**config.mk**
```make
export PLATFORM = sky130hd
export DESIGN_NAME = ring_cmd_engine
export DESIGN_NICKNAME = d
export VERILOG_FILES = /design/src/design/ring_cmd_pkg.sv /design/src/design/spi_byte_port.sv /design/src/design/axil_regs.sv /design/src/design/ring_cmd_engine.sv
export SDC_FILE = /design/constraint.sdc
export NUM_CORES = 1
export LEC_CHECK = 0
export BUFFER_PORTS_ARGS = -buffer_cell sky130_fd_sc_hd__buf_2
export CAP_MARGIN = 25
export CORE_AREA = 2 2 207 209
export CTS_BUF_LIST = sky130_fd_sc_hd__clkbuf_4
export DETAILED_ROUTE_END_ITERATION = 10
export DIE_AREA = 0 0 209 211
export GPL_TIMING_DRIVEN = 0
export PLACE_DENSITY = 0.88
export SYNTH_ARGS = -nofsm -noshare
export SYNTH_HDL_FRONTEND = slang
export SYNTH_SLANG_ARGS = --single-unit
export TNS_END_PERCENT = 10
```
**constraint.sdc**
```tcl
create_clock -name ref_clk -period 5.8 [get_ports ref_clk]
set_input_delay 0.29 -clock ref_clk [delete_from_list [all_inputs] [get_ports ref_clk]]
set_output_delay 0.29 -clock ref_clk [all_outputs]
set_load 0.05 [all_outputs]
```
**src/design/ring_cmd_pkg.sv**
```systemverilog
// Shared constants and carrier types for the circular-memory command engine.
// Assumes a single 125 MHz core clock; the SPI pins arrive unsynchronised.
`default_nettype none
package ring_cmd_pkg;
	// ****************************************
	// Opcodes
	// ****************************************
	localparam logic [7:0] OP_CAPTURE = 8'h41;
	localparam logic [7:0] OP_ERASE_ONE = 8'h42;
	localparam logic [7:0] OP_ERASE_ALL = 8'h43;
	localparam logic [7:0] OP_SKIP = 8'h48;
	localparam logic [7:0] OP_VERIFY = 8'h49;
	localparam logic [7:0] OP_FETCH_PTR = 8'h06;
	localparam logic [7:0] OP_HALT = 8'h02;
	localparam logic [7:0] OP_RESET = 8'h03;
	localparam logic [7:0] OP_ACK = 8'h04;
	localparam logic [7:0] OP_POLL = 8'h05;
	localparam logic [7:0] OP_SLEEP = 8'h07;
	// ****************************************
	// Memory rows
	// ****************************************
	localparam int ROW_W = 11;
	localparam logic [10:0] SE_LAST_ROW = 11'h00f;
	localparam logic [10:0] FIRST_MSG_ROW = 11'h010;
	localparam logic [10:0] ROW_LIMIT_RST = 11'h7ff;
	localparam int MSG_MAX_DEF = 8;
	// ****************************************
	// Status bit positions
	// ****************************************
	localparam int SR0_FAULT = 0;
	localparam int SR0_FULL = 1;
	localparam int SR0_PWR = 2;
	localparam int SR0_MEND = 3;
	localparam int SR0_IRQ = 4;
	localparam int SR1_READY = 0;
	localparam int SR1_ERASE = 1;
	localparam int SR1_PLAY = 2;
	localparam int SR1_CAPTURE = 3;
	// ****************************************
	// Timing
	// ****************************************
	localparam int CLK_PERIOD_NS = 8;
	localparam int ROW_TIME_NS = 128;
	localparam int ROW_CYCLES = (ROW_TIME_NS + CLK_PERIOD_NS - 1) / CLK_PERIOD_NS;
	// ****************************************
	// Register bus map
	// ****************************************
	localparam int AXI_ADDR_W = 5;
	localparam logic [4:0] REG_STATUS = 5'h00;
	localparam logic [4:0] REG_PTRS = 5'h04;
	localparam logic [4:0] REG_LIMIT = 5'h08;
	localparam logic [4:0] REG_TABLE = 5'h0c;
	localparam logic [1:0] RESP_OKAY = 2'h0;
	localparam logic [1:0] RESP_SLVERR = 2'h2;
	// ****************************************
	// Types
	// ****************************************
	typedef enum logic [3:0]
	{
		ST_IDLE = 4'b0001,
		ST_CAPTURE = 4'b0010,
		ST_ERASE_ONE = 4'b0100,
		ST_ERASE_ALL = 4'b1000
	} eng_state_t;
	typedef struct packed {
		logic [7:0] data;
		logic valid;
		logic [1:0] idx;
		logic frame_end;
	} spi_byte_t;
	typedef struct packed {
		logic [7:0] sr1;
		logic [7:0] sr0;
	} status_t;
endpackage
`default_nettype wire

```
**src/design/spi_byte_port.sv**
```systemverilog
// SPI target byte framer, mode 3, least significant bit first.
// Assumes pins are asynchronous; all three pass two flip-flops first.
`default_nettype none
module spi_byte_port
	import ring_cmd_pkg::*;
(
	// Clock and reset
	input wire logic ref_clk,
	input wire logic nrst,
	input wire logic ce,
	// Pins
	input wire logic spi_sclk,
	input wire logic spi_ss_n,
	input wire logic spi_mosi,
	output logic spi_miso,
	output logic spi_miso_oe_n,
	// Byte side
	input wire logic [7:0] tx_byte,
	output logic [1:0] tx_idx,
	output ring_cmd_pkg::spi_byte_t rx
);
	import ring_cmd_pkg::*;
	typedef struct packed {
		logic [2:0] s1;
		logic [2:0] s2;
		logic psclk;
		logic pss;
		logic [7:0] rx_sh;
		logic [7:0] tx_sh;
		logic [2:0] bitc;
		logic [1:0] idx;
		logic miso;
		logic oe_n;
		spi_byte_t out;
	} port_t;
	port_t s, n;
	logic sclk_s, ss_s, mosi_s;

	always_comb
	begin
		n = s;
		sclk_s = s.s2[2];
		ss_s = s.s2[1];
		mosi_s = s.s2[0];
		n.s1 = {spi_sclk, spi_ss_n, spi_mosi};
		n.s2 = s.s1;
		n.psclk = sclk_s;
		n.pss = ss_s;
		n.out.valid = 1'b0;
		n.out.frame_end = 1'b0;
		if (ss_s)
		begin
			n.out.frame_end = !s.pss;
			n.oe_n = 1'b1;
			n.bitc = 3'h0;
			n.idx = 2'h0;
		end
		else if (s.pss)
		begin
			n.tx_sh = tx_byte;
			n.miso = tx_byte[0];
			n.oe_n = 1'b0;
			n.bitc = 3'h0;
			n.idx = 2'h0;
		end
		else
		begin
			if (sclk_s && !s.psclk)
			begin
				n.rx_sh = {mosi_s, s.rx_sh[7:1]};
				n.bitc = s.bitc + 3'h1;
				if (s.bitc == 3'h7)
				begin
					n.out.data = {mosi_s, s.rx_sh[7:1]};
					n.out.valid = 1'b1;
					n.out.idx = s.idx;
					n.idx = (s.idx == 2'h3) ? 2'h3 : s.idx + 2'h1;
				end
			end
			if (!sclk_s && s.psclk)
			begin
				// Next byte is fetched only at a byte boundary
				if (s.bitc == 3'h0)
				begin
					n.tx_sh = tx_byte;
					n.miso = tx_byte[0];
				end
				else
				begin
					n.tx_sh = {1'b0, s.tx_sh[7:1]};
					n.miso = s.tx_sh[1];
				end
			end
		end
	end

	always_ff @(posedge ref_clk or negedge nrst)
	begin
		if (!nrst)
		begin
			s <= '0;
			s.s1 <= 3'h7;
			s.s2 <= 3'h7;
			s.psclk <= 1'b1;
			s.pss <= 1'b1;
			s.oe_n <= 1'b1;
		end
		else if (ce)
		begin
			s <= n;
		end
	end

	assign spi_miso = s.miso;
	assign spi_miso_oe_n = s.oe_n;
	assign tx_idx = s.idx;
	assign rx = s.out;
endmodule
`default_nettype wire

```
**src/design/axil_regs.sv**
```systemverilog
// AXI4-Lite slave holding the row limit and mirroring engine state.
// Assumes the master sits on ref_clk; no synchronisers needed.
`default_nettype none
module axil_regs
	import ring_cmd_pkg::*;
(
	// Clock and reset
	input wire logic ref_clk,
	input wire logic nrst,
	input wire logic ce,
	// AXI4-Lite
	input wire logic [ring_cmd_pkg::AXI_ADDR_W-1:0] awaddr,
	input wire logic awvalid,
	output logic awready,
	input wire logic [31:0] wdata,
	input wire logic [3:0] wstrb,
	input wire logic wvalid,
	output logic wready,
	output logic [1:0] bresp,
	output logic bvalid,
	input wire logic bready,
	input wire logic [ring_cmd_pkg::AXI_ADDR_W-1:0] araddr,
	input wire logic arvalid,
	output logic arready,
	output logic [31:0] rdata,
	output logic [1:0] rresp,
	output logic rvalid,
	input wire logic rready,
	// Engine side
	input wire ring_cmd_pkg::status_t status,
	input wire logic [31:0] ptr_word,
	input wire logic [31:0] table_word,
	output logic [10:0] row_limit
);
	import ring_cmd_pkg::*;
	typedef struct packed {
		logic aw_have;
		logic [AXI_ADDR_W-1:0] aw_addr;
		logic w_have;
		logic [31:0] w_data;
		logic [3:0] w_strb;
		logic awready;
		logic wready;
		logic arready;
		logic bvalid;
		logic [1:0] bresp;
		logic rvalid;
		logic [31:0] rdata;
		logic [1:0] rresp;
		logic [10:0] limit;
	} bus_t;
	bus_t s, n;

	function automatic logic mapped(input logic [AXI_ADDR_W-1:0] a);
		mapped = (a == REG_STATUS) || (a == REG_PTRS) || (a == REG_LIMIT) || (a == REG_TABLE);
	endfunction

	always_comb
	begin
		n = s;
		if (awvalid && s.awready)
		begin
			n.aw_have = 1'b1;
			n.aw_addr = awaddr;
		end
		if (wvalid && s.wready)
		begin
			n.w_have = 1'b1;
			n.w_data = wdata;
			n.w_strb = wstrb;
		end
		if (s.bvalid && bready)
			n.bvalid = 1'b0;
		if (n.aw_have && n.w_have && !n.bvalid)
		begin
			if (n.aw_addr == REG_LIMIT)
			begin
				if (n.w_strb[0])
					n.limit[7:0] = n.w_data[7:0];
				if (n.w_strb[1])
					n.limit[10:8] = n.w_data[10:8];
			end
			// Read-only words ignore writes; holes answer with an error
			n.bresp = mapped(n.aw_addr) ? RESP_OKAY : RESP_SLVERR;
			n.bvalid = 1'b1;
			n.aw_have = 1'b0;
			n.w_have = 1'b0;
		end
		n.awready = !n.aw_have && !n.bvalid;
		n.wready = !n.w_have && !n.bvalid;
		if (s.rvalid && rready)
			n.rvalid = 1'b0;
		if (arvalid && s.arready)
		begin
			n.rvalid = 1'b1;
			n.rresp = mapped(araddr) ? RESP_OKAY : RESP_SLVERR;
			case (araddr)
				REG_STATUS: n.rdata = {16'h0, status};
				REG_PTRS: n.rdata = ptr_word;
				REG_LIMIT: n.rdata = {21'h0, s.limit};
				REG_TABLE: n.rdata = table_word;
				default: n.rdata = 32'h0;
			endcase
		end
		n.arready = !n.rvalid;
	end

	always_ff @(posedge ref_clk or negedge nrst)
	begin
		if (!nrst)
		begin
			s <= '0;
			s.limit <= ROW_LIMIT_RST;
		end
		else if (ce)
		begin
			s <= n;
		end
	end

	assign awready = s.awready;
	assign wready = s.wready;
	assign bresp = s.bresp;
	assign bvalid = s.bvalid;
	assign arready = s.arready;
	assign rdata = s.rdata;
	assign rresp = s.rresp;
	assign rvalid = s.rvalid;
	assign row_limit = s.limit;
endmodule
`default_nettype wire

```
**src/design/ring_cmd_engine.sv**
```systemverilog
// Circular-memory command engine: SPI opcode decode, pointer and message table.
// Assumes an SPI host on the pins and an AXI4-Lite master on ref_clk.
//
// The register offsets and the AXI4-Lite register port were decided locally.
`default_nettype none
// Function
// - 0x41 starts capture at capture pointer; halt or full array ends it
// - During capture only halt, reset, ack, poll, sleep; others flag fault
// - Ready and capture-active status bits held low throughout capture
// - 0x42 erases current message row by row up to its end mark
// - Single erase only for first or last message, else fault, nothing erased
// - During single erase halt and other commands flag fault
// - Ready and erase-active bits low during single erase
// - 0x43 erases all messages but never sound-effect rows 0x000-0x00F
// - Global erase holds ready/erase bits low, refuses other commands with fault
// - 0x48 moves output pointer to next message start
// - Skip runs only from idle, never interrupting an operation
// - 0x49 checks ring layout, fault on failure
// - Passing check points output at last message, capture at first free row
// - 0x06 returns status, pointer bits 7:0, then bits 10:8
// - Every ring command first verifies layout; mismatch flags fault, skips
// - Acknowledge clears interrupt and message end flags, releases pin
module ring_cmd_engine
	import ring_cmd_pkg::*;
#(
	parameter int MSG_MAX = ring_cmd_pkg::MSG_MAX_DEF
)
(
	// Clock and reset
	input wire logic ref_clk,
	input wire logic nrst,
	input wire logic ce,
	// SPI pins
	input wire logic spi_sclk,
	input wire logic spi_ss_n,
	input wire logic spi_mosi,
	output logic spi_miso,
	output logic spi_miso_oe_n,
	// Interrupt pin, active low
	output logic irq_n,
	// AXI4-Lite
	input wire logic [ring_cmd_pkg::AXI_ADDR_W-1:0] awaddr,
	input wire logic awvalid,
	output logic awready,
	input wire logic [31:0] wdata,
	input wire logic [3:0] wstrb,
	input wire logic wvalid,
	output logic wready,
	output logic [1:0] bresp,
	output logic bvalid,
	input wire logic bready,
	input wire logic [ring_cmd_pkg::AXI_ADDR_W-1:0] araddr,
	input wire logic arvalid,
	output logic arready,
	output logic [31:0] rdata,
	output logic [1:0] rresp,
	output logic rvalid,
	input wire logic rready
);
	import ring_cmd_pkg::*;
	localparam int IDX_W = $clog2(MSG_MAX);
	localparam int CNT_W = $clog2(MSG_MAX + 1);
	localparam int TMR_W = $clog2(ROW_CYCLES + 1);
	localparam logic [TMR_W-1:0] TICK_LAST = TMR_W'(ROW_CYCLES - 1);
	localparam logic [CNT_W-1:0] CNT_FULL = CNT_W'(MSG_MAX);
	typedef logic [MSG_MAX-1:0][10:0] starts_t;
	typedef struct packed {
		eng_state_t st;
		logic [7:0] op;
		logic op_bad;
		logic [1:0] nb;
		logic [10:0] cap_ptr;
		logic [10:0] out_ptr;
		logic [IDX_W-1:0] cur;
		logic [CNT_W-1:0] cnt;
		starts_t starts;
		logic [10:0] end_row;
		logic [10:0] row;
		logic [TMR_W-1:0] tmr;
		logic fault;
		logic full;
		logic mend;
		logic irq;
		logic irq_n;
	} eng_t;
	eng_t s, n;
	spi_byte_t rx;
	logic [1:0] tx_idx;
	logic [7:0] tx_byte;
	logic [10:0] row_limit;
	status_t status;
	logic go, tick, ok, busy_ok, idle_ok, last_msg;
	logic [10:0] msg_end;

	// ****************************************
	// Layout check
	// ****************************************
	function automatic logic ring_ok(input starts_t st, input logic [CNT_W-1:0] c,
		input logic [10:0] e);
		ring_ok = 1'b1;
		if (c != '0 && st[0] < FIRST_MSG_ROW)
			ring_ok = 1'b0;
		for (int i = 0; i < MSG_MAX; i++)
		begin
			if (i + 1 < int'(c) && st[i] >= st[(i + 1) % MSG_MAX])
				ring_ok = 1'b0;
			if (i + 1 == int'(c) && st[i] > e)
				ring_ok = 1'b0;
		end
	endfunction

	function automatic logic ring_cmd(input logic [7:0] op);
		ring_cmd = (op == OP_CAPTURE) || (op == OP_ERASE_ONE) || (op == OP_ERASE_ALL) ||
			(op == OP_SKIP) || (op == OP_VERIFY);
	endfunction

	// ****************************************
	// Status and reply bytes
	// ****************************************
	always_comb
	begin
		status.sr0 = 8'h0;
		status.sr0[SR0_FAULT] = s.fault;
		status.sr0[SR0_FULL] = s.full;
		status.sr0[SR0_PWR] = 1'b1;
		status.sr0[SR0_MEND] = s.mend;
		status.sr0[SR0_IRQ] = s.irq;
		status.sr1 = 8'h0;
		status.sr1[SR1_READY] = (s.st == ST_IDLE);
		status.sr1[SR1_ERASE] = !(s.st == ST_ERASE_ONE || s.st == ST_ERASE_ALL);
		status.sr1[SR1_PLAY] = 1'b1;
		status.sr1[SR1_CAPTURE] = (s.st != ST_CAPTURE);
		case (tx_idx)
			2'h2: tx_byte = (s.op == OP_FETCH_PTR) ? s.out_ptr[7:0] : status.sr0;
			2'h3: tx_byte = (s.op == OP_FETCH_PTR) ? {5'h0, s.out_ptr[10:8]} : 8'h0;
			default: tx_byte = status.sr0;
		endcase
	end

	// ****************************************
	// Command sequencer
	// ****************************************
	always_comb
	begin
		n = s;
		go = rx.frame_end && s.nb == 2'h2 && !s.op_bad;
		tick = (s.tmr == TICK_LAST);
		ok = ring_ok(s.starts, s.cnt, s.end_row);
		last_msg = (CNT_W'(s.cur) + 1'b1 == s.cnt);
		msg_end = last_msg ? s.end_row : s.starts[s.cur + 1'b1];
		busy_ok = (s.op == OP_RESET) || (s.op == OP_ACK) || (s.op == OP_POLL) ||
			(s.op == OP_SLEEP);
		idle_ok = busy_ok || (s.op == OP_HALT);
		if (rx.valid)
		begin
			if (rx.idx == 2'h0)
			begin
				n.op = rx.data;
				n.op_bad = 1'b0;
				n.nb = 2'h1;
			end
			else if (rx.idx == 2'h1)
			begin
				n.op_bad = (rx.data != 8'h0);
				n.nb = 2'h2;
			end
		end
		if (rx.frame_end)
			n.nb = 2'h0;
		if (go && s.op == OP_ACK)
		begin
			n.irq = 1'b0;
			n.mend = 1'b0;
		end
		n.tmr = (s.st == ST_IDLE || tick) ? '0 : s.tmr + 1'b1;
		case (s.st)
			ST_IDLE:
			begin
				// Nothing runs here while busy, so skip never cuts an operation short
				if (go && ring_cmd(s.op))
				begin
					if (!ok)
						n.fault = 1'b1;
					else
					begin
						n.fault = 1'b0;
						case (s.op)
							OP_CAPTURE:
							begin
								if (s.cnt == CNT_FULL || s.cap_ptr >= row_limit)
									n.fault = 1'b1;
								else
								begin
									n.st = ST_CAPTURE;
									n.starts[s.cnt[IDX_W-1:0]] = s.cap_ptr;
									n.row = s.cap_ptr;
									n.full = 1'b0;
								end
							end
							OP_ERASE_ONE:
							begin
								if (s.cnt == '0 || (s.cur != '0 && !last_msg))
									n.fault = 1'b1;
								else
								begin
									n.st = ST_ERASE_ONE;
									n.row = s.starts[s.cur];
								end
							end
							OP_ERASE_ALL:
							begin
								n.st = ST_ERASE_ALL;
								n.row = FIRST_MSG_ROW;
							end
							OP_SKIP:
							begin
								n.cur = last_msg ? '0 : s.cur + 1'b1;
								n.out_ptr = (s.cnt == '0) ? FIRST_MSG_ROW : s.starts[n.cur];
								n.irq = 1'b1;
							end
							OP_VERIFY:
							begin
								n.cur = (s.cnt == '0) ? '0 : IDX_W'(s.cnt - 1'b1);
								n.out_ptr = (s.cnt == '0) ? FIRST_MSG_ROW : s.starts[n.cur];
								n.cap_ptr = (s.cnt == '0) ? FIRST_MSG_ROW : s.end_row;
								n.irq = 1'b1;
							end
							default: n.fault = s.fault;
						endcase
					end
				end
			end
			ST_CAPTURE:
			begin
				if (go && !idle_ok)
					n.fault = 1'b1;
				if ((go && s.op == OP_HALT) || (tick && s.row + 11'h1 >= row_limit))
				begin
					// A row in flight is dropped on halt; the message ends at it
					n.full = !(go && s.op == OP_HALT);
					n.end_row = (go && s.op == OP_HALT) ? s.row : s.row + 11'h1;
					n.cap_ptr = n.end_row;
					n.cur = s.cnt[IDX_W-1:0];
					n.out_ptr = s.starts[s.cnt[IDX_W-1:0]];
					n.cnt = s.cnt + 1'b1;
					n.irq = 1'b1;
					n.st = ST_IDLE;
				end
				else if (tick)
				begin
					n.row = s.row + 11'h1;
					n.cap_ptr = s.row + 11'h1;
				end
			end
			ST_ERASE_ONE:
			begin
				if (go && !busy_ok)
					n.fault = 1'b1;
				if (tick)
				begin
					n.row = s.row + 11'h1;
					if (s.row + 11'h1 >= msg_end)
					begin
						n.cnt = s.cnt - 1'b1;
						if (last_msg)
						begin
							n.end_row = s.starts[s.cur];
							n.cur = (s.cur == '0) ? '0 : s.cur - 1'b1;
						end
						else
						begin
							for (int i = 0; i < MSG_MAX - 1; i++)
								n.starts[i] = s.starts[i + 1];
							n.cur = '0;
						end
						n.cap_ptr = n.end_row;
						n.out_ptr = (n.cnt == '0) ? FIRST_MSG_ROW : n.starts[n.cur];
						n.mend = 1'b1;
						n.irq = 1'b1;
						n.st = ST_IDLE;
					end
				end
			end
			ST_ERASE_ALL:
			begin
				if (go && !busy_ok)
					n.fault = 1'b1;
				if (tick)
				begin
					n.row = s.row + 11'h1;
					if (s.row + 11'h1 >= s.end_row)
					begin
						n.cnt = '0;
						n.cur = '0;
						n.end_row = FIRST_MSG_ROW;
						n.cap_ptr = FIRST_MSG_ROW;
						n.out_ptr = FIRST_MSG_ROW;
						n.irq = 1'b1;
						n.st = ST_IDLE;
					end
				end
			end
			default: n.st = ST_IDLE;
		endcase
		n.irq_n = !n.irq;
	end

	always_ff @(posedge ref_clk or negedge nrst)
	begin
		if (!nrst)
		begin
			s <= '0;
			s.st <= ST_IDLE;
			s.irq_n <= 1'b1;
			s.cap_ptr <= FIRST_MSG_ROW;
			s.out_ptr <= FIRST_MSG_ROW;
			s.end_row <= FIRST_MSG_ROW;
		end
		else if (ce)
		begin
			s <= n;
		end
	end

	assign irq_n = s.irq_n;

	// ****************************************
	// Sub-blocks
	// ****************************************
	spi_byte_port u_spi (
		.ref_clk(ref_clk), .nrst(nrst), .ce(ce),
		.spi_sclk(spi_sclk), .spi_ss_n(spi_ss_n), .spi_mosi(spi_mosi),
		.spi_miso(spi_miso), .spi_miso_oe_n(spi_miso_oe_n),
		.tx_byte(tx_byte), .tx_idx(tx_idx), .rx(rx)
	);

	axil_regs u_regs (
		.ref_clk(ref_clk), .nrst(nrst), .ce(ce),
		.awaddr(awaddr), .awvalid(awvalid), .awready(awready),
		.wdata(wdata), .wstrb(wstrb), .wvalid(wvalid), .wready(wready),
		.bresp(bresp), .bvalid(bvalid), .bready(bready),
		.araddr(araddr), .arvalid(arvalid), .arready(arready),
		.rdata(rdata), .rresp(rresp), .rvalid(rvalid), .rready(rready),
		.status(status),
		.ptr_word({5'h0, s.out_ptr, 5'h0, s.cap_ptr}),
		.table_word({16'h0, 4'(s.st), 4'(s.cur), 8'(s.cnt)}),
		.row_limit(row_limit)
	);
endmodule
`default_nettype wire

```
==> results of run 1 <==
kinds of logic after synthesis:
group / Yosys count / synth area share [%]
compound gates: 903 / 25.2
simple gates: 750 / 14.7
buf+inv: 394 / 6.96
flops: 270 / 27.9
fa+ha+maj: 235 / 12.1
mux: 203 / 12.2
xor+xnor: 25 / 0.900
other cells: 1 / 0.0154
per-layer routing:
metal	GRT overflow	GRT usage, %
met5	0	20.5
met4	9	56.4
met3	1	50.3
met2	9	85.3
met1	0	71.6
per-stage QoR:
step | instance area, µm² | util [%]
floorplan | 24400 | -
detailed placement | 25700 | 61.5
CTS | 27400 | 65.5
global placement | 25400 | 60.8
timing repair:
action	4_1_cts
gates resized for setup	48
pin swaps	3
setup endpoints to repair	147
hold buffers	45
hold endpoints to repair	237
buffers inserted	5
==> results.json, run 1 <==
{
  "start_util_pct": 58.3,
  "synth_flop_cell": "dfrtp_1",
  "ys_seq_elements": 270,
  "outcome": "aborted with a tool error",
  "grt_max_degree": 130,
  "syn_area_um2": 24300,
  "grt_overflow": 19,
  "synth_common_cells": "nand2_1, dfrtp_1, ha_1",
  "yosysWarnings": 0,
  "yosys-top-cells-area": "dfrtp_1, ha_1, mux4_2, o21ai_0, nand2_1",
  "dpl.hpwl_um": 96000,
  "synth_most_common_cell": "nand2_1",
  "yosys.area.top_type": "dfrtp_1",
  "grt_pass1_vias": 30400,
  "track_usage_pct": 67.3,
  "flow.stopped_at": "global routing (5_1_grt)",
  "portBuffers": 70,
  "numPlacedInstances": 3414,
  "h-tree-depth": 3,
  "rows": 75,
  "synthArstFlopShare_pct": 100,
  "die_y_um": 211,
  "stop_error": "[ERROR GRT-0116] Global routing finished with congestion. Check the congestion regions in the DRC Viewer.",
  "gp_congestion": 1.27,
  "cts-root-buf": "clkbuf_4",
  "yosysSeqAreaShare_pct": 27.9,
  "synth_area_per_cell_um2": 8.75,
  "synth_edf_count": 0,
  "synth_cell_types": 101,
  "clk_path_buf_depth": 3,
  "syn_inst": 2781,
  "yosys.area.top_type_share_pct": 25.2,
  "grt_first_pass_wirelength_um": 215000,
  "pre_cts_slack_ns": -3.03,
  "cts.sinks": 270,
  "ios": 101,
  "cts_buffers": 76,
  "die_w_um": 209
}
==> run 2: changes to the inputs <==
Settings changed: CORE_AREA 2 2 207 209 to 2 2 250 252, CTS_BUF_LIST sky130_fd_sc_hd__clkbuf_4 to unset, DIE_AREA 0 0 209 211 to 0 0 252 254, PLACE_DENSITY 0.88 to unset, PLACE_DENSITY_LB_ADDON set to 0.15.
Clock period 5.8 ns to 7.5 ns, I/O delays scaled along.
==> run 2 against run 1 <==
Net effect:
- the flow now finishes, with violations (negative setup slack)
- synthesized cell count unchanged
- area after synthesis stayed put
==> results.json, run 2 <==
{
  "outcome": "finished with violations",
  "violations": "negative setup slack",
  "h-tree-depth": 2,
  "met1_usage_pct": 57.1,
  "worstSetupPathType": "reg -> reg",
  "antenna_found_initial": 23,
  "start_util_pct": 39.7,
  "setup_viol": 1,
  "die_w_um": 252,
  "synth_edf_count": 0,
  "grt_first_pass_wirelength_um": 199000,
  "drtAntennaViolNets": 0,
  "synth_most_common_cell": "nand2_1",
  "setup_slack_ns": -0.0172,
  "arrival_ns": 7.98,
  "drive_above_1_share_pct": 14.9,
  "drv_slew": 0,
  "required_ns": 7.96,
  "leakagePower_nw": 11.7,
  "fin_worst_skew_ns": 0.0351,
  "top_register": "s",
  "wirelength_um": 145000,
  "post_drt_wl_per_cell_um": 38.6,
  "worst_setup_path_start_kind": "flip-flop",
  "slew-limit-headroom_pct": 15.4,
  "final_cell_mix": "nand2_1, dfrtp_1, ha_1, o21ai_0, a21oi_1",
  "core_um2": 61300,
  "cp_slowest_stage_delay_ns": 0.84,
  "gp_congestion": 1.07,
  "ys_seq_elements": 270,
  "yosysWarnings": 0,
  "portBuffers": 70,
  "dpl.hpwl_um": 114000,
  "yosys.area.top_type_share_pct": 25.2,
  "seq_area_um2": 6790,
  "power.share.clock_pct": 44.0,
  "ir_drop_v": 0.000224,
  "largest_reg_flops": 163,
  "synthArstFlopShare_pct": 100,
  "cp_cell_sequence": "clkinv_1, buf_1, buf_1, ha_1, clkbuf_1, o21ai_0, a32oi_1, o21ai_1, nor4_2, nand4_2, o21ai_1, buf_2, buf_2, nand4_1, o211ai_1",
  "period_needed_ns": 7.52,
  "use_met2_pct": 62.0,
  "hold_viol": 0,
  "gr-usage-met3_pct": 18.3,
  "vias": 26400,
  "synth_cell_types": 101,
  "ios": 101,
  "pre_cts_slack_ns": -1.85,
  "yosys-top-cells-area": "dfrtp_1, ha_1, mux4_2, o21ai_0, nand2_1",
  "syn_area_um2": 24300,
  "p_total_mw": 4.29,
  "r2r-start": "s[120]",
  "grt_max_degree": 110,
  "min_period_over_period_pct": 100,
  "swShare_pct": 30.5,
  "area_growth_pct": 13.5,
  "grt_overflow": 0,
  "drt_first_pass_iters": 6,
  "internal_power_mw": 2.98,
  "cts_buffers": 35,
  "n_fill_cell": 5931,
  "drtIter0Drc": 3439,
  "cts_tree": "built",
  "final_common_cell": "nand2_1",
  "yosysSeqAreaShare_pct": 27.9,
  "track_usage_pct": 44.6,
  "p_comb_share_pct": 16.2,
  "synth_area_per_cell_um2": 8.75,
  "worst_pin_slew_ns": 1.27,
  "hp-start": "wdata[3]",
  "grt_pass1_vias": 25000,
  "synth_common_cells": "nand2_1, dfrtp_1, ha_1",
  "syn_inst": 2781,
  "clk_path_buf_depth": 3,
  "synth_flop_cell": "dfrtp_1",
  "cp-end-kind": "flip-flop",
  "insertion_delay_ns": 0.59,
  "seq_power_share_pct": 39.8,
  "max_freq_ghz": 0.133,
  "die_y_um": 254,
  "drcViolationCount": 0,
  "power_density_nw_per_um2": 155,
  "die_area_um2": 64000,
  "drv_cap": 0,
  "rsz0062_at_grt": "no",
  "p_switching_mw": 1.31,
  "hp-class": "in -> reg",
  "postCtsSetupRepairBufs": 0,
  "yosys.area.top_type": "dfrtp_1",
  "cts-root-buf": "clkbuf_16",
  "viasPerCell": 7.04,
  "crit_start": "s[120]",
  "clk_pin_slew_ns": 0.07,
  "rows": 91,
  "layout.nets": 3221,
  "crit_fanout": 11,
  "cts.sinks": 270,
  "critPathSlowestCell": "buf_1",
  "multi_input_area_um2": 15900,
  "busiest_layer": "met2"
}
-- run 2: cell counts after synthesis --
No cell type changed its count.
-- run 2: stage by stage --
step                      hold WS [ns]  area (µm²)  instances  setup TNS, ns  util [%]
after global routing            0.0454       27600       3748              0      45.1
after global placement           0.459       25700       3647        -265.99      42.0
after floorplan                 0.0794       24400       2787              0         -
final                           0.0349       27600       3754        -0.0172      45.1
after CTS                       0.0314       27600       3745              0      45.0
after detailed placement         0.396       26300       3682        -181.77      42.9
-- run 2: what timing repair did --
item,4_1_cts,5_1_grt
hold endpoints to repair,77,0
hold buffers,1,0
setup endpoints to repair,124,107
gates resized for setup,14,7
-- run 2: path summary, 6_finish.rpt --
path,end,slack [ns],depth (start not counted)
worst max-delay path,s[34],-0.02,15
worst min-delay path,u_regs.s[59],0.03,2
worst max register to register,s[34],-0.02,15
worst min register to register,s[8],0.48,1
max in group asynchronous,u_spi.s[22],5.62,4
min in group asynchronous,s[102],0.36,2
-- run 2: cell type report --
| cell class | count | share of cell area, % |
|---|---|---|
| multi-input combinational | 2123 | 57.5 |
| sequential | 270 | 24.6 |
| buffer | 244 | 4.16 |
| clock buffer | 48 | 3.64 |
| timing repair buffer | 109 | 3.60 |
| tap | 790 | 3.58 |
| inverter | 146 | 1.99 |
| clock inverter | 16 | 0.856 |
| antenna | 8 | 0.0725 |
-- run 2: worst max-delay path, delay by kind of cell, from the launching register on --
kind	cells	cell delay [ns]
flops	1	0.57
fa+ha+maj	1	0.32
simple gates	3	1.10
compound gates	5	2.15
buf+inv	6	3.21
-- run 2: cells by family after synthesis --
family          synth area share, %
mux                            12.2
compound gates                 25.2
fa+ha+maj                      12.1
buf+inv                        6.96
other cells                  0.0154
flops                          27.9
simple gates                   14.7
xor+xnor                      0.900
-- run 2: per-layer routing --
metal / wire [µm] / vias up
met5: 162 / -
met4: 10500 / 26
met3: 18900 / 483
met2: 57700 / 1886
met1: 57500 / 13200
li1: - / 10800
-- run 2: power by group through the flow --
stage / clock network [mW] / registers (mW) / logic (mW)
detailed placement: 0 / 1.73 / 0.681
global placement: 0 / 1.72 / 0.650
floorplan: 0 / 1.75 / 0.421
CTS: 1.89 / 1.70 / 0.685
finish: 1.89 / 1.71 / 0.695
global route: 1.95 / 1.72 / 0.754
Note: power is estimated with default switching activity, not from simulation.
==> run 3: changes to the inputs <==
Settings changed: GPL_ROUTABILITY_DRIVEN set to 0, GPL_TIMING_DRIVEN 0 to 1, REMOVE_ABC_BUFFERS set to 1.
==> run 3 against run 2 <==
Net effect:
- the run now ends clean
- sequential share of layout area is 1.1 points higher
- via count is 9.0% lower
- flip-flop and latch count stayed put
- non-clock buffer count is 202 lower
- critical path type unchanged
- largest cell class unchanged
==> results.json, run 3 (synthesis results as in run 2) <==
{
  "final_cell_mix": "nand2_1, dfrtp_1, ha_1, o21ai_0, a21oi_1",
  "largest_reg_flops": 163,
  "fin_worst_skew_ns": 0.0362,
  "cts.repair.resized": 0,
  "die_area_um2": 64000,
  "area_growth_pct": 8.77,
  "busiest_layer": "met2",
  "die_y_um": 254,
  "setup_viol": 0,
  "viasPerCell": 6.79,
  "outcome": "finished, final reports clean",
  "power.share.clock_pct": 42.9,
  "vias": 24100,
  "finalInstanceArea_um2": 26500,
  "grt_max_degree": 79,
  "multi_input_area_um2": 16000,
  "min_period_over_period_pct": 84.9,
  "top_register": "s",
  "internal_power_mw": 2.88,
  "n_fill_cell": 6005,
  "drv_slew": 0,
  "path_common_cell": "buf_4",
  "max_freq_ghz": 0.157,
  "clk_path_buf_depth": 3,
  "seq_area_um2": 6790,
  "drv_cap": 0,
  "cp_slowest_stage_delay_ns": 0.74,
  "die_w_um": 252,
  "worstSetupPathType": "reg -> reg",
  "drtAntennaViolNets": 0,
  "insertion_delay_ns": 0.60,
  "seq_power_share_pct": 41.4,
  "gr-usage-met3_pct": 10.9,
  "worst_setup_path_start_kind": "flip-flop",
  "crit_fanout": 27,
  "critPathSlowestCell": "dfrtp_2",
  "arrival_ns": 6.81,
  "cts.sinks": 270,
  "cts_buffers": 34,
  "cts-root-buf": "clkbuf_16",
  "placed_area_um2": 25200,
  "p_switching_mw": 1.23,
  "cp-end-kind": "flip-flop",
  "start_util_pct": 39.7,
  "layout.nets": 3018,
  "track_usage_pct": 32.0,
  "grt_first_pass_wirelength_um": 153000,
  "drt_first_pass_iters": 10,
  "drive_above_1_share_pct": 14.9,
  "clk_pin_slew_ns": 0.06,
  "ir_drop_v": 0.000185,
  "cp_cell_sequence": "clkinv_1, buf_4, ha_2, xnor2_1, nand2_1, a21oi_4, buf_4, a21oi_1, a21oi_1, ha_1, a211oi_1, nand2_1, a2111oi_0, buf_4, o21ai_0, o211ai_1, or2_2, o31ai_4, mux2_2",
  "met1_usage_pct": 41.3,
  "worst_pin_slew_ns": 1.27,
  "portBuffers": 70,
  "dpl.hpwl_um": 73900,
  "rsz0062_at_grt": "no",
  "wirelength_um": 104000,
  "crit_family": "compound AO/OA/AOI/OAI gates",
  "pre_cts_slack_ns": 1.23,
  "power_density_nw_per_um2": 155,
  "slew-limit-headroom_pct": 15.0,
  "hold_viol": 0,
  "grt_overflow": 0,
  "rows": 91,
  "antenna_found_initial": 5,
  "leakagePower_nw": 11.2,
  "required_ns": 7.95,
  "use_met2_pct": 46.3,
  "drtIter0Drc": 2772,
  "grt_pass1_vias": 23100,
  "hp-class": "in -> reg",
  "p_comb_share_pct": 15.7,
  "holdWs_ns": 0.0277,
  "ios": 101,
  "cts_tree": "built",
  "period_needed_ns": 6.37,
  "h-tree-depth": 2,
  "setup_slack_ns": 1.13,
  "drcViolationCount": 0,
  "core_um2": 61300,
  "swShare_pct": 30.0,
  "final_common_cell": "nand2_1",
  "cp_num_buf_inv": 4,
  "post_drt_wl_per_cell_um": 29.3
}
-- run 3: cell count changes in the layout (fill, tap and decap cells not counted), moves of 10 or more --
cell,previous run,this run
clkbuf_1,144,5
buf_2,106,69
buf_4,45,76
buf_1,24,0
buf_8,17,1
buf_16,11,1
-- run 3: repair_timing --
| action | CTS | global route |
|---|---|---|
| setup buffers | 0 | 0 |
| hold buffers | 1 | 0 |
| endpoints found under the hold margin | 70 | 0 |
-- run 3: final cells by class --
class	count	share of cell area (%)
Clock buffer	47	3.70
Antenna cell	4	0.0378
Inverter	146	2.07
Sequential cell	270	25.7
Clock inverter	14	0.723
Tap cell	790	3.73
Multi-Input combinational cell	2123	60.3
Timing Repair Buffer	151	3.82
-- run 3: worst paths after layout --
path	from	endpoint	slack (ns)	cells past startpoint
max in group asynchronous	nrst	s[122]	5.66	3
worst max-delay path	s[124]	s[130]	1.13	19
worst max register to register	s[124]	s[130]	1.13	19
min in group asynchronous	nrst	s[105]	0.34	2
worst min register to register	irq_n	irq_n	0.47	2
worst min-delay path	spi_mosi	u_spi.n[37]	0.03	2
-- run 3: stage by stage --
| step | TNS (ns) | util, % | std cells | power, mW |
|---|---|---|---|---|
| 2_1_floorplan | -423.50 | - | 2539 | 2.15 |
| 3_3_place_gp | 0 | 41.2 | 3474 | 2.35 |
| 3_5_place_dp | 0 | 41.2 | 3475 | 2.37 |
| 4_1_cts | 0 | 43.1 | 3537 | 4.14 |
| 5_1_grt | 0 | 43.2 | 3542 | 4.29 |
| 6_report | 0 | 43.2 | 3545 | 4.11 |
-- run 3: power groups by stage --
stage               combinational [mW]  clock, mW  sequential, mW
global placement                 0.626          0            1.72
floorplan                        0.373          0            1.77
detailed placement               0.640          0            1.73
CTS                              0.646       1.79            1.70
finish                           0.645       1.76            1.70
global route                     0.714       1.85            1.72
-- run 3: routing by layer --
layer  vias to the layer above  routed length (µm)  part of all wire (%)
li1                      10400                   -                     -
met1                     11900               40500                    39
met2                      1403               43800                    42
met3                       374               12900                    12
met4                         8                6710                   6.5
met5                         -                  51                 0.049
